### src/verilog/llwf_defs.svh
// register offsets, field positions, reset values and timing counts of the wakeup unit
`ifndef LLWF_DEFS_SVH
`define LLWF_DEFS_SVH
// register word indices; byte address is four times the index
`define LLWF_IDX_PIN_EN_LO   8'h00
`define LLWF_IDX_PIN_EN_HI   8'h02
`define LLWF_IDX_MOD_EN      8'h03
`define LLWF_IDX_PIN_FLAG_LO 8'h04
`define LLWF_IDX_PIN_FLAG_HI 8'h05
`define LLWF_IDX_MOD_FLAG    8'h06
`define LLWF_IDX_FILT1       8'h08
`define LLWF_IDX_FILT2       8'h09
`define LLWF_IDX_MODE        8'h0C
`define LLWF_IDX_STATUS      8'h0D
// filter register fields
`define LLWF_FLT_FLAG_BIT    7
`define LLWF_FLT_EDGE_HI     6
`define LLWF_FLT_EDGE_LO     5
`define LLWF_FLT_RSVD_BIT    4
`define LLWF_FLT_SEL_HI      3
`define LLWF_FLT_SEL_LO      0
`define LLWF_FLT_RESET       8'h00
// mode register fields
`define LLWF_MODE_LIGHT_BIT  0
`define LLWF_MODE_DEEP_BIT   1
// status register fields
`define LLWF_STAT_ISO_BIT    0
`define LLWF_STAT_WAKE_BIT   1
`define LLWF_STAT_ACK_BIT    0
// glitch window in low-power oscillator cycles
`define LLWF_GLITCH_CYCLES   3'h3
`endif

### src/verilog/llwf_pkg.sv
// types shared by the wakeup unit
package llwf_pkg;
  typedef enum logic [1:0] {
    LLWF_EDGE_OFF  = 2'h0,
    LLWF_EDGE_RISE = 2'h1,
    LLWF_EDGE_FALL = 2'h2,
    LLWF_EDGE_ANY  = 2'h3
  } llwf_edge_t;
  typedef enum logic [1:0] {
    LLWF_RUN,
    LLWF_STOP_LIGHT,
    LLWF_STOP_DEEP
  } llwf_power_t;

  // true when the edge mode accepts this transition
  function automatic logic llwf_edge_hit(input logic [1:0] mode, input logic rise,
                                         input logic fall);
    llwf_edge_hit = (mode[0] & rise) | (mode[1] & fall);
  endfunction : llwf_edge_hit
endpackage : llwf_pkg

### src/verilog/llwf_top.sv
// low-leakage wakeup unit: apb registers, pin and module wakeups, two pin filters
// What this block does
// - filter bit 7 flags a filter wakeup; writing one clears it.
// - edge field 00 off, 01 rising, 10 falling, 11 either edge.
// - filter bit 4 reads zero and ignores writes.
// - bits 3..0 choose which of sixteen wakeup pins feeds the filter.
// - two independent filters, each with select, edge and flag.
// - filter registers reset only by chip reset that is not a deep wakeup.
// - wakeup detection works only in low-leak or very-low-leak stop.
// - each pin has its own off, falling, rising or either-edge setting.
// - filtered pin must hold asserted for three oscillator cycles.
// - synchronisation adds two mclk cycles on top of those three oscillator cycles.
// - module wakeup inputs are taken without glitch filtering.
// - a module wakeup counts only when its enable bit is set.
// - in low-leak stop a wakeup raises an interrupt flow.
// - in very-low-leak stop a wakeup takes a reset flow, sets wake status.
// - after a deep wakeup I/O stays isolated until software acknowledges.
// - module flags are read-only, cleared in the peripheral itself.
`timescale 1ns/1ps
`default_nettype none
`include "llwf_defs.svh"
module llwf_top
  import llwf_pkg::*;
#(
  parameter int TICK_DIV = 200
) (
  input  wire logic        mclk,
  input  wire logic        nrst,
  input  wire logic        chip_rst_not_vlls_n,
  input  wire logic        psel,
  input  wire logic        penable,
  input  wire logic        pwrite,
  input  wire logic [31:0] paddr,
  input  wire logic [31:0] pwdata,
  input  wire logic [3:0]  pstrb,
  output var  logic [31:0] prdata,
  output var  logic        pready,
  output var  logic        pslverr,
  input  wire logic [15:0] wakeup_pins,
  input  wire logic [7:0]  module_wakeup,
  output var  logic        wake_irq,
  output var  logic        wake_reset_req,
  output var  logic        io_isolate
);
  logic [31:0] pin_en_q;
  logic [7:0]  mod_en_q;
  logic [15:0] pin_flag_q;
  logic [15:0] pin_flag_d;
  logic [7:0]  mod_flag_q;
  logic [7:0]  filt1_q;
  logic [7:0]  filt2_q;
  logic [7:0]  filt1_d;
  logic [7:0]  filt2_d;
  logic [1:0]  mode_q;
  logic        wake_stat_q;
  logic [15:0] pins_s;
  logic [15:0] pins_prev_q;
  logic [7:0]  osc_cnt_q;
  logic        osc_tick;
  logic [1:0]  flt_det;
  logic        active;
  logic        wake_any;
  logic        apb_wr;
  logic        apb_rd;
  logic [7:0]  word_idx;
  logic        addr_ok;
  logic [31:0] rd_mux;
  logic        wr_lo;
  logic [15:0] pin_hit;
  logic [7:0]  mod_hit;
  llwf_power_t power_q;

  // word index decode
  function automatic logic sel_idx(input logic [7:0] idx, input logic [7:0] want);
    sel_idx = (idx == want);
  endfunction : sel_idx

  // register map, byte address is four times the word index:
  //   0x00 pin wakeup modes, pins 0..7, two bits per pin
  //   0x08 pin wakeup modes, pins 8..15, two bits per pin
  //   0x0C module wakeup enables, one bit per module
  //   0x10 pin wakeup flags 7..0, write one to clear
  //   0x14 pin wakeup flags 15..8, write one to clear
  //   0x18 module wakeup flags, read only
  //   0x20 pin filter one: flag, edge, reserved, pin select
  //   0x24 pin filter two: same layout as filter one
  //   0x30 stop mode request, cleared by hardware on wakeup
  //   0x34 status: isolation (write one to acknowledge), wake status
  // unmapped or misaligned words answer with pslverr and are not written
  // apb decode, zero wait states
  assign apb_wr   = psel & penable & pwrite & addr_ok;  // refused words never write
  assign apb_rd   = psel & penable & ~pwrite;
  assign word_idx = paddr[9:2];
  assign wr_lo    = apb_wr & pstrb[0];
  assign addr_ok  = (paddr[1:0] == 2'h0) && (paddr[31:10] == 22'h0) &&
                    (sel_idx(word_idx, `LLWF_IDX_PIN_EN_LO) ||
                     sel_idx(word_idx, `LLWF_IDX_PIN_EN_HI) ||
                     sel_idx(word_idx, `LLWF_IDX_MOD_EN) ||
                     sel_idx(word_idx, `LLWF_IDX_PIN_FLAG_LO) ||
                     sel_idx(word_idx, `LLWF_IDX_PIN_FLAG_HI) ||
                     sel_idx(word_idx, `LLWF_IDX_MOD_FLAG) ||
                     sel_idx(word_idx, `LLWF_IDX_FILT1) ||
                     sel_idx(word_idx, `LLWF_IDX_FILT2) ||
                     sel_idx(word_idx, `LLWF_IDX_MODE) ||
                     sel_idx(word_idx, `LLWF_IDX_STATUS));

  // read mux; reserved filter bit forced to zero
  assign rd_mux =
    sel_idx(word_idx, `LLWF_IDX_PIN_EN_LO)   ? {16'h0, pin_en_q[15:0]} :
    sel_idx(word_idx, `LLWF_IDX_PIN_EN_HI)   ? {16'h0, pin_en_q[31:16]} :
    sel_idx(word_idx, `LLWF_IDX_MOD_EN)      ? {24'h0, mod_en_q} :
    sel_idx(word_idx, `LLWF_IDX_PIN_FLAG_LO) ? {24'h0, pin_flag_q[7:0]} :
    sel_idx(word_idx, `LLWF_IDX_PIN_FLAG_HI) ? {24'h0, pin_flag_q[15:8]} :
    sel_idx(word_idx, `LLWF_IDX_MOD_FLAG)    ? {24'h0, mod_flag_q} :
    sel_idx(word_idx, `LLWF_IDX_FILT1)       ? {24'h0, filt1_q & 8'hEF} :
    sel_idx(word_idx, `LLWF_IDX_FILT2)       ? {24'h0, filt2_q & 8'hEF} :
    sel_idx(word_idx, `LLWF_IDX_MODE)        ? {30'h0, mode_q} :
    sel_idx(word_idx, `LLWF_IDX_STATUS)      ? {30'h0, wake_stat_q, io_isolate} : 32'h0;

  // low-power oscillator tick from mclk divider
  // the tick is one mclk wide, once every TICK_DIV cycles
  assign osc_tick = (osc_cnt_q == 8'(TICK_DIV - 1));

  always_ff @(posedge mclk or negedge nrst) begin
    if (!nrst) osc_cnt_q <= 8'h0;
    else osc_cnt_q <= osc_tick ? 8'h0 : osc_cnt_q + 8'h1;
  end

  // pins pass two flip-flops before any logic
  // a pin change reaches pins_s two mclk edges after it arrives
  llwf_sync2 #(.WIDTH(16)) u_sync (
    .mclk     (mclk),
    .nrst     (nrst),
    .async_in (wakeup_pins),
    .sync_out (pins_s)
  );

  // detection only in a stop mode
  assign active = (power_q == LLWF_STOP_LIGHT) || (power_q == LLWF_STOP_DEEP);

  // filter timing, in low-power oscillator ticks:
  //   tick 0  the selected pin shows the chosen edge and arms the window
  //   tick 1  the pin still holds its new level
  //   tick 2  the pin still holds its new level, detect pulses for one mclk
  // the pin synchroniser adds two more mclk cycles on top of that;
  // a level change back inside the window drops the partial count
  // software must let five ticks pass after reprogramming a filter
  // before it requests a stop mode, so the edge history is valid
  // two independent filters
  genvar gi;
  generate
    for (gi = 0; gi < 2; gi++) begin : g_flt
      llwf_glitch_filter u_flt (
        .mclk     (mclk),
        .nrst     (nrst),
        .osc_tick (osc_tick),
        .active   (active),
        .pins     (pins_s),
        .pin_sel  (gi == 0 ? filt1_q[`LLWF_FLT_SEL_HI:`LLWF_FLT_SEL_LO]
                           : filt2_q[`LLWF_FLT_SEL_HI:`LLWF_FLT_SEL_LO]),
        .edge_sel (gi == 0 ? filt1_q[`LLWF_FLT_EDGE_HI:`LLWF_FLT_EDGE_LO]
                           : filt2_q[`LLWF_FLT_EDGE_HI:`LLWF_FLT_EDGE_LO]),
        .detect   (flt_det[gi])
      );
    end
    // per-pin unfiltered edge detect, two-bit mode per pin
    // a pin flag is set even when another source wakes in the same cycle
    for (gi = 0; gi < 16; gi++) begin : g_pin
      assign pin_hit[gi] = active & llwf_edge_hit(pin_en_q[2*gi+1 -: 2],
                                                  pins_s[gi] & ~pins_prev_q[gi],
                                                  ~pins_s[gi] & pins_prev_q[gi]);
    end
  endgenerate

  // module wakeups are unfiltered and gated by enable
  assign mod_hit  = {8{active}} & mod_en_q & module_wakeup;
  assign wake_any = (|pin_hit) | (|mod_hit) | (|flt_det);

  // pin flags: hardware set wins over write-one clear
  assign pin_flag_d = pin_hit | (pin_flag_q &
    ~((wr_lo && sel_idx(word_idx, `LLWF_IDX_PIN_FLAG_LO)) ? {8'h0, pwdata[7:0]} :
      (wr_lo && sel_idx(word_idx, `LLWF_IDX_PIN_FLAG_HI)) ? {pwdata[7:0], 8'h0} : 16'h0));

  // filter register next values; bit 4 never stored
  assign filt1_d = {flt_det[0] | (filt1_q[7] &
                    ~(wr_lo && sel_idx(word_idx, `LLWF_IDX_FILT1) && pwdata[7])),
                    (wr_lo && sel_idx(word_idx, `LLWF_IDX_FILT1)) ? pwdata[6:5] : filt1_q[6:5],
                    1'b0,
                    (wr_lo && sel_idx(word_idx, `LLWF_IDX_FILT1)) ? pwdata[3:0] : filt1_q[3:0]};
  assign filt2_d = {flt_det[1] | (filt2_q[7] &
                    ~(wr_lo && sel_idx(word_idx, `LLWF_IDX_FILT2) && pwdata[7])),
                    (wr_lo && sel_idx(word_idx, `LLWF_IDX_FILT2)) ? pwdata[6:5] : filt2_q[6:5],
                    1'b0,
                    (wr_lo && sel_idx(word_idx, `LLWF_IDX_FILT2)) ? pwdata[3:0] : filt2_q[3:0]};

  // filter registers on their own chip reset
  // this reset is the chip reset that is not a deep wakeup, so the
  // selection survives a deep wakeup and the flag can tell software
  // which filter woke the device
  always_ff @(posedge mclk or negedge chip_rst_not_vlls_n) begin
    if (!chip_rst_not_vlls_n) begin
      filt1_q <= `LLWF_FLT_RESET;
      filt2_q <= `LLWF_FLT_RESET;
    end else begin
      filt1_q <= filt1_d;
      filt2_q <= filt2_d;
    end
  end

  // enables, flags and previous pin levels
  always_ff @(posedge mclk or negedge nrst) begin
    if (!nrst) begin
      pin_en_q    <= 32'h0;
      mod_en_q    <= 8'h0;
      pin_flag_q  <= 16'h0;
      mod_flag_q  <= 8'h0;
      pins_prev_q <= 16'h0;
    end else begin
      pins_prev_q <= pins_s;
      pin_flag_q  <= pin_flag_d;
      mod_flag_q  <= mod_hit | (mod_flag_q & module_wakeup);
      if (apb_wr && pstrb[1:0] == 2'h3 && sel_idx(word_idx, `LLWF_IDX_PIN_EN_LO))
        pin_en_q[15:0] <= pwdata[15:0];
      if (apb_wr && pstrb[1:0] == 2'h3 && sel_idx(word_idx, `LLWF_IDX_PIN_EN_HI))
        pin_en_q[31:16] <= pwdata[15:0];
      if (wr_lo && sel_idx(word_idx, `LLWF_IDX_MOD_EN))
        mod_en_q <= pwdata[7:0];
    end
  end

  // power state sequencing:
  //   run    a mode write moves to a stop state at the next edge
  //   light  any wakeup pulses wake_irq and returns to run
  //   deep   any wakeup pulses wake_reset_req, latches wake status
  //          and raises io_isolate until software acknowledges
  // only a wakeup or a reset leaves a stop state; clearing the mode
  // word does not, since the processor cannot run to write it there
  // an acknowledge in the same cycle as a deep wakeup loses, so the
  // isolation from that wakeup is never dropped by a stale write
  // power state, wake outputs and isolation
  always_ff @(posedge mclk or negedge nrst) begin
    if (!nrst) begin
      power_q        <= LLWF_RUN;
      mode_q         <= 2'h0;
      wake_irq       <= 1'b0;
      wake_reset_req <= 1'b0;
      wake_stat_q    <= 1'b0;
      io_isolate     <= 1'b0;
    end else begin
      wake_irq       <= 1'b0;
      wake_reset_req <= 1'b0;
      if (wr_lo && sel_idx(word_idx, `LLWF_IDX_MODE))
        mode_q <= pwdata[1:0];
      case (power_q)
        LLWF_RUN: begin
          if (mode_q[`LLWF_MODE_DEEP_BIT]) power_q <= LLWF_STOP_DEEP;
          else if (mode_q[`LLWF_MODE_LIGHT_BIT]) power_q <= LLWF_STOP_LIGHT;
        end
        LLWF_STOP_LIGHT: begin
          if (wake_any) begin
            wake_irq <= 1'b1;
            power_q  <= LLWF_RUN;
            mode_q   <= 2'h0;
          end
        end
        LLWF_STOP_DEEP: begin
          if (wake_any) begin
            wake_reset_req <= 1'b1;
            wake_stat_q    <= 1'b1;
            io_isolate     <= 1'b1;
            power_q        <= LLWF_RUN;
            mode_q         <= 2'h0;
          end
        end
        default: power_q <= LLWF_RUN;
      endcase
      if (wr_lo && sel_idx(word_idx, `LLWF_IDX_STATUS) && pwdata[`LLWF_STAT_ACK_BIT] &&
          !(power_q == LLWF_STOP_DEEP && wake_any))
        io_isolate <= 1'b0;
    end
  end

  // apb answer registered, no wait cycle
  // pready answers in the access cycle right after setup; prdata and
  // pslverr stand with it for that one cycle and read zero otherwise
  always_ff @(posedge mclk or negedge nrst) begin
    if (!nrst) begin
      pready  <= 1'b0;
      pslverr <= 1'b0;
      prdata  <= 32'h0;
    end else begin
      pready  <= psel & ~penable;
      pslverr <= psel & ~penable & ~addr_ok;
      prdata  <= (psel & ~penable & ~pwrite & addr_ok) ? rd_mux : 32'h0;
    end
  end
endmodule : llwf_top
`default_nettype wire

### src/verilog/llwf_sync2.sv
// two-flip-flop synchroniser for a vector of asynchronous levels
`timescale 1ns/1ps
`default_nettype none
module llwf_sync2 #(
  parameter int WIDTH = 16
) (
  input  wire logic             mclk,
  input  wire logic             nrst,
  input  wire logic [WIDTH-1:0] async_in,
  output var  logic [WIDTH-1:0] sync_out
);
  logic [WIDTH-1:0] meta_q;

  // first stage feeds only the second
  always_ff @(posedge mclk or negedge nrst) begin
    if (!nrst) begin
      meta_q   <= '0;
      sync_out <= '0;
    end else begin
      meta_q   <= async_in;
      sync_out <= meta_q;
    end
  end
endmodule : llwf_sync2
`default_nettype wire

### src/verilog/llwf_glitch_filter.sv
// one digital pin filter: pin mux, edge detect and three-cycle glitch window
`timescale 1ns/1ps
`default_nettype none
`include "llwf_defs.svh"
module llwf_glitch_filter
  import llwf_pkg::*;
(
  input  wire logic        mclk,
  input  wire logic        nrst,
  input  wire logic        osc_tick,
  input  wire logic        active,
  input  wire logic [15:0] pins,
  input  wire logic [3:0]  pin_sel,
  input  wire logic [1:0]  edge_sel,
  output var  logic        detect
);
  logic       sel_pin;
  logic       prev_q;
  logic       armed_q;
  logic       want_q;
  logic [2:0] count_q;
  logic       rise;
  logic       fall;

  assign sel_pin = pins[pin_sel];
  assign rise    = sel_pin & ~prev_q;
  assign fall    = ~sel_pin & prev_q;

  // edge arms the window; pin must hold its new level for three ticks
  always_ff @(posedge mclk or negedge nrst) begin
    if (!nrst) begin
      prev_q  <= 1'b0;
      armed_q <= 1'b0;
      want_q  <= 1'b0;
      count_q <= 3'h0;
      detect  <= 1'b0;
    end else begin
      detect <= 1'b0;
      if (osc_tick) begin
        prev_q <= sel_pin;
        if (!active || edge_sel == LLWF_EDGE_OFF) begin
          armed_q <= 1'b0;
          count_q <= 3'h0;
        end else if (llwf_edge_hit(edge_sel, rise, fall)) begin
          armed_q <= 1'b1;
          want_q  <= sel_pin;
          count_q <= 3'h1;
        end else if (armed_q && sel_pin != want_q) begin
          armed_q <= 1'b0;
          count_q <= 3'h0;
        end else if (armed_q) begin
          if (count_q == `LLWF_GLITCH_CYCLES - 3'h1) begin
            armed_q <= 1'b0;
            detect  <= 1'b1;
            count_q <= 3'h0;
          end else begin
            count_q <= count_q + 3'h1;
          end
        end
      end
    end
  end
endmodule : llwf_glitch_filter
`default_nettype wire

### config.mk
export PLATFORM = sky130hd
export DESIGN_NAME = llwf_top
export DESIGN_NICKNAME = d
export VERILOG_FILES = /design/src/verilog/llwf_pkg.sv /design/src/verilog/llwf_top.sv /design/src/verilog/llwf_sync2.sv /design/src/verilog/llwf_glitch_filter.sv
export VERILOG_INCLUDE_DIRS = /design/src /design/src/verilog
export SDC_FILE = /design/constraint.sdc
export NUM_CORES = 1
export LEC_CHECK = 0
export ABC_AREA = 1
export BUFFER_PORTS_ARGS = -buffer_cell sky130_fd_sc_hd__buf_4
export CAP_MARGIN = 5
export CORE_ASPECT_RATIO = 0.6
export CORE_MARGIN = 2
export CORE_UTILIZATION = 50
export DETAILED_ROUTE_END_ITERATION = 7
export PLACE_DENSITY = 0.75
export SLEW_MARGIN = 10
export SYNTH_ARGS = -nofsm -noshare
export SYNTH_HDL_FRONTEND = slang
export SYNTH_SLANG_ARGS = --single-unit
### constraint.sdc
create_clock -name mclk -period 2 [get_ports mclk]
set_input_delay 0.1 -clock mclk [delete_from_list [all_inputs] [get_ports mclk]]
set_output_delay 0.1 -clock mclk [all_outputs]
set_load 0.01 [all_outputs]
==> out/metrics.csv <==
metric,value,unit
status,"finished, violations left",
failing checks,negative setup slack,
Synth Area per Inst,8.355,µm²
CTS H-tree lvls,4,
max-cap viol count,0,
"Clk pin slew, worst setup/hold paths",80,ps
HPWL Detailed,16660,µm
Crit Path Max Fanout,6,
Setup Viol. Count Final,1,
Sink Count,174,
post-layout utilization of the core,67.22,%
Longest Clk Path Bufs,2,
most frequent cells in the layout,"nand2_1, dfrtp_1, buf_4",
Wirelength per Cell,17.06,µm
post-synthesis sequential area ratio,55.03,%
metal2 WL,9806,µm
fin worst setup slack,-1.737,ps
Syn Inst Count,947,
Max Clock Freq,499.6,MHz
Highest Signal Layer,met4,
# port buffers,100,
Placement Cell Area,9144,µm²
ANT nets after route,0,
clk_lat worst skew,430,ps
worst slew pin tran,627.8,ps
Slew HR,57.70,%
Syn Std Cell Area,7913,µm²
area taken by multi-input logic gates,3099,µm²
Seq. cell area,4354,µm²
DRT Pass-1 Iters,5,
Core Region,15410,µm²
critical path class,reg2reg,
TritonCTS Buffers,17,
Max IR drop VDD,0.6078,mV
Die Ht,101.4,µm
drt total wl,23180,µm
Critical Path Source Type,flop,
Global Route Usage Sum,28.29,%
Max Slew Vio Count,0,
largest net degree at the start of global routing,60,
root buffer cell,clkbuf_16,
static leakage,5.106,nW
crit end category,flop,
"flops & latches, synth",174,
fin crit share,100.1,%
initial core utilization,51.33,%
CTS tree,built,
ant diodes,0,
Die X,166.4,µm
initial DRC count,817,
cell area after layout,10360,µm²
vias in the first global route,6903,
Fin. Hold Viols,0,
first-pass GRT wire length,36440,µm
# DRC,0,
Crit path required time,2320,ps
share of cells above drive strength 1,19.81,%
Hold Crit Class,in2async,
synth unique cells,38,
WHS,61.21,ps
Via-to-Cell Ratio,5.387,
Site Rows,35,
met1 WL,10310,µm
Synth Warn #,0,
# nets final,1245,
pwr dens,717.6,nW/µm²
met3 routed WL,2733,µm
clk_skew,12.24,ps
setup repair after global routing missed its margin,true,
CP Data Arrival Time,2320,ps
fill cell count,1258,
Final Wtd Congestion,0.9953,
"commonest non-fill, non-tap cell in the layout",nand2_1,
antenna violations before repair,0,
Syn-to-layout area delta,30.96,%
Via Count,7321,
Ports,135,
Final min period,2002,ps
grt ovf,0,
die area,16880,µm²
## cells by family after synthesis
logic type	share of synthesized area, %
buffers and inverters	7.843
flip-flops	55.03
AND/OR/NAND/NOR	26.31
AO/OA/AOI/OAI	9.915
other	0.04739
XOR/XNOR	0.2214
adder cells (fa/ha/maj)	0.6325
## Yosys cell counts
cell,instances,share of area (%)
nor2_8,1,0.25
buf_1,1,0.047
a22oi_1,3,0.28
nand4_1,16,1.3
nand3b_1,4,0.38
inv_1,100,4.7
nand3_1,84,5.3
nor3_1,13,0.82
conb_1,1,0.047
o21ai_0,47,3.0
clkinv_1,3,0.14
nor2_2,4,0.32
a21oi_2,1,0.11
a211oi_1,2,0.19
nor2_4,3,0.43
nand2_1,271,13
buf_4,22,2.1
nand2_4,2,0.28
or2_1,1,0.079
nand4_2,2,0.32
nor2_1,68,3.2
o22ai_1,1,0.079
o211ai_1,6,0.57
a21oi_1,43,2.7
buf_2,10,0.63
or2_2,1,0.079
inv_2,2,0.095
nand3_2,2,0.25
a21boi_0,1,0.095
xor2_1,2,0.22
a31oi_1,1,0.079
ha_1,4,0.63
nor3b_1,3,0.28
o31ai_1,1,0.095
nor4_1,2,0.16
dfrtp_1,174,55
clkbuf_1,2,0.095
o21ai_1,43,2.7
## state kept, by name, indices dropped and copies added, names as in the netlist, 2 cells and up
register	cells
pin_flag_q	16
pins_prev_q	16
g_flt.u_flt.count_q	6
g_flt.u_flt.detect	2
pin_en_q	32
filt1_q	7
u_sync.sync_out	16
mode_q	2
mod_en_q	8
g_flt.u_flt.armed_q	2
filt2_q	7
u_sync.meta_q	16
g_flt.u_flt.want_q	2
prdata	16
g_flt.u_flt.prev_q	2
power_q	2
osc_cnt_q	8
mod_flag_q	8
## metrics by stage
stage               TNS (ps)  power (mW)  instances  setup slack (ps)
detailed placement     -1145       4.035       1277            -270.8
global placement      -366.3       4.031       1277            -189.6
finish                -1.737       7.436       1359            -1.737
CTS                        0       7.452       1356             44.05
global route          -147.7       7.690       1359            -76.83
floorplan                  0       3.781        962             17.05
## what timing repair did
action,CTS,global route
resized for setup,21,16
gates cloned,0,0
pin swaps,11,10
buffers inserted,2,3
hold endpoints to repair,186,0
hold buffers,45,0
endpoints found under the setup margin,20,15
## power breakdown
part	total [mW]	internal (mW)	switching (mW)	leakage (nW)
sequential	3.60	3.57	0.0307	2.12
clock	3.39	1.82	1.57	0.288
combinational	0.447	0.199	0.249	2.70
total	7.44	5.59	1.85	5.11
## cell type report
cell class,instances,share of cell area [%]
Clock buffer,18,4.238
Clock inverter,14,1.618
Inverter,105,3.900
Multi-Input combinational cell,648,29.91
Sequential cell,174,42.02
Tap cell,203,2.451
Timing Repair Buffer,197,15.87
## worst max-delay path, cell delays in order, from the launching register on
cell and delay (ps):
dfrtp_1 400, inv_2 90, ha_4 240, buf_8 160
nand3_2 100, nand3_2 70, nor3_2 210, nand2_1 80
nor2_2 130, nand2_2 100, nand2_2 80, inv_2 40
or2_4 210
## layer usage
metal  GRT usage (%)  vias to the layer above
met1           40.48                     3463
met3           10.08                       30
met2           41.80                      390
met5               0                        -
li1                -                     3438
met4           6.499                        0
## final timing paths
kind	depth (start not counted)	slack [ps]	startpoint	endpoint
max	12	-2	power_q[0]$_DFFE_PN0P_	wake_stat_q$_DFFE_PN0P_
min	2	60	chip_rst_not_vlls_n	filt2_q[5]$_DFFE_PN0P_
max reg2reg	12	-2	power_q[0]$_DFFE_PN0P_	wake_stat_q$_DFFE_PN0P_
min reg2reg	0	350	u_sync.meta_q[0]$_DFF_PN0_	u_sync.sync_out[0]$_DFF_PN0_
max in group asynchronous	3	1130	nrst	g_flt[0].u_flt.count_q[0]$_DFFE_PN0P_
min in group mclk	5	150	pwrite	prdata[0]$_DFF_PN0_
(Power assumes the default switching activity.)
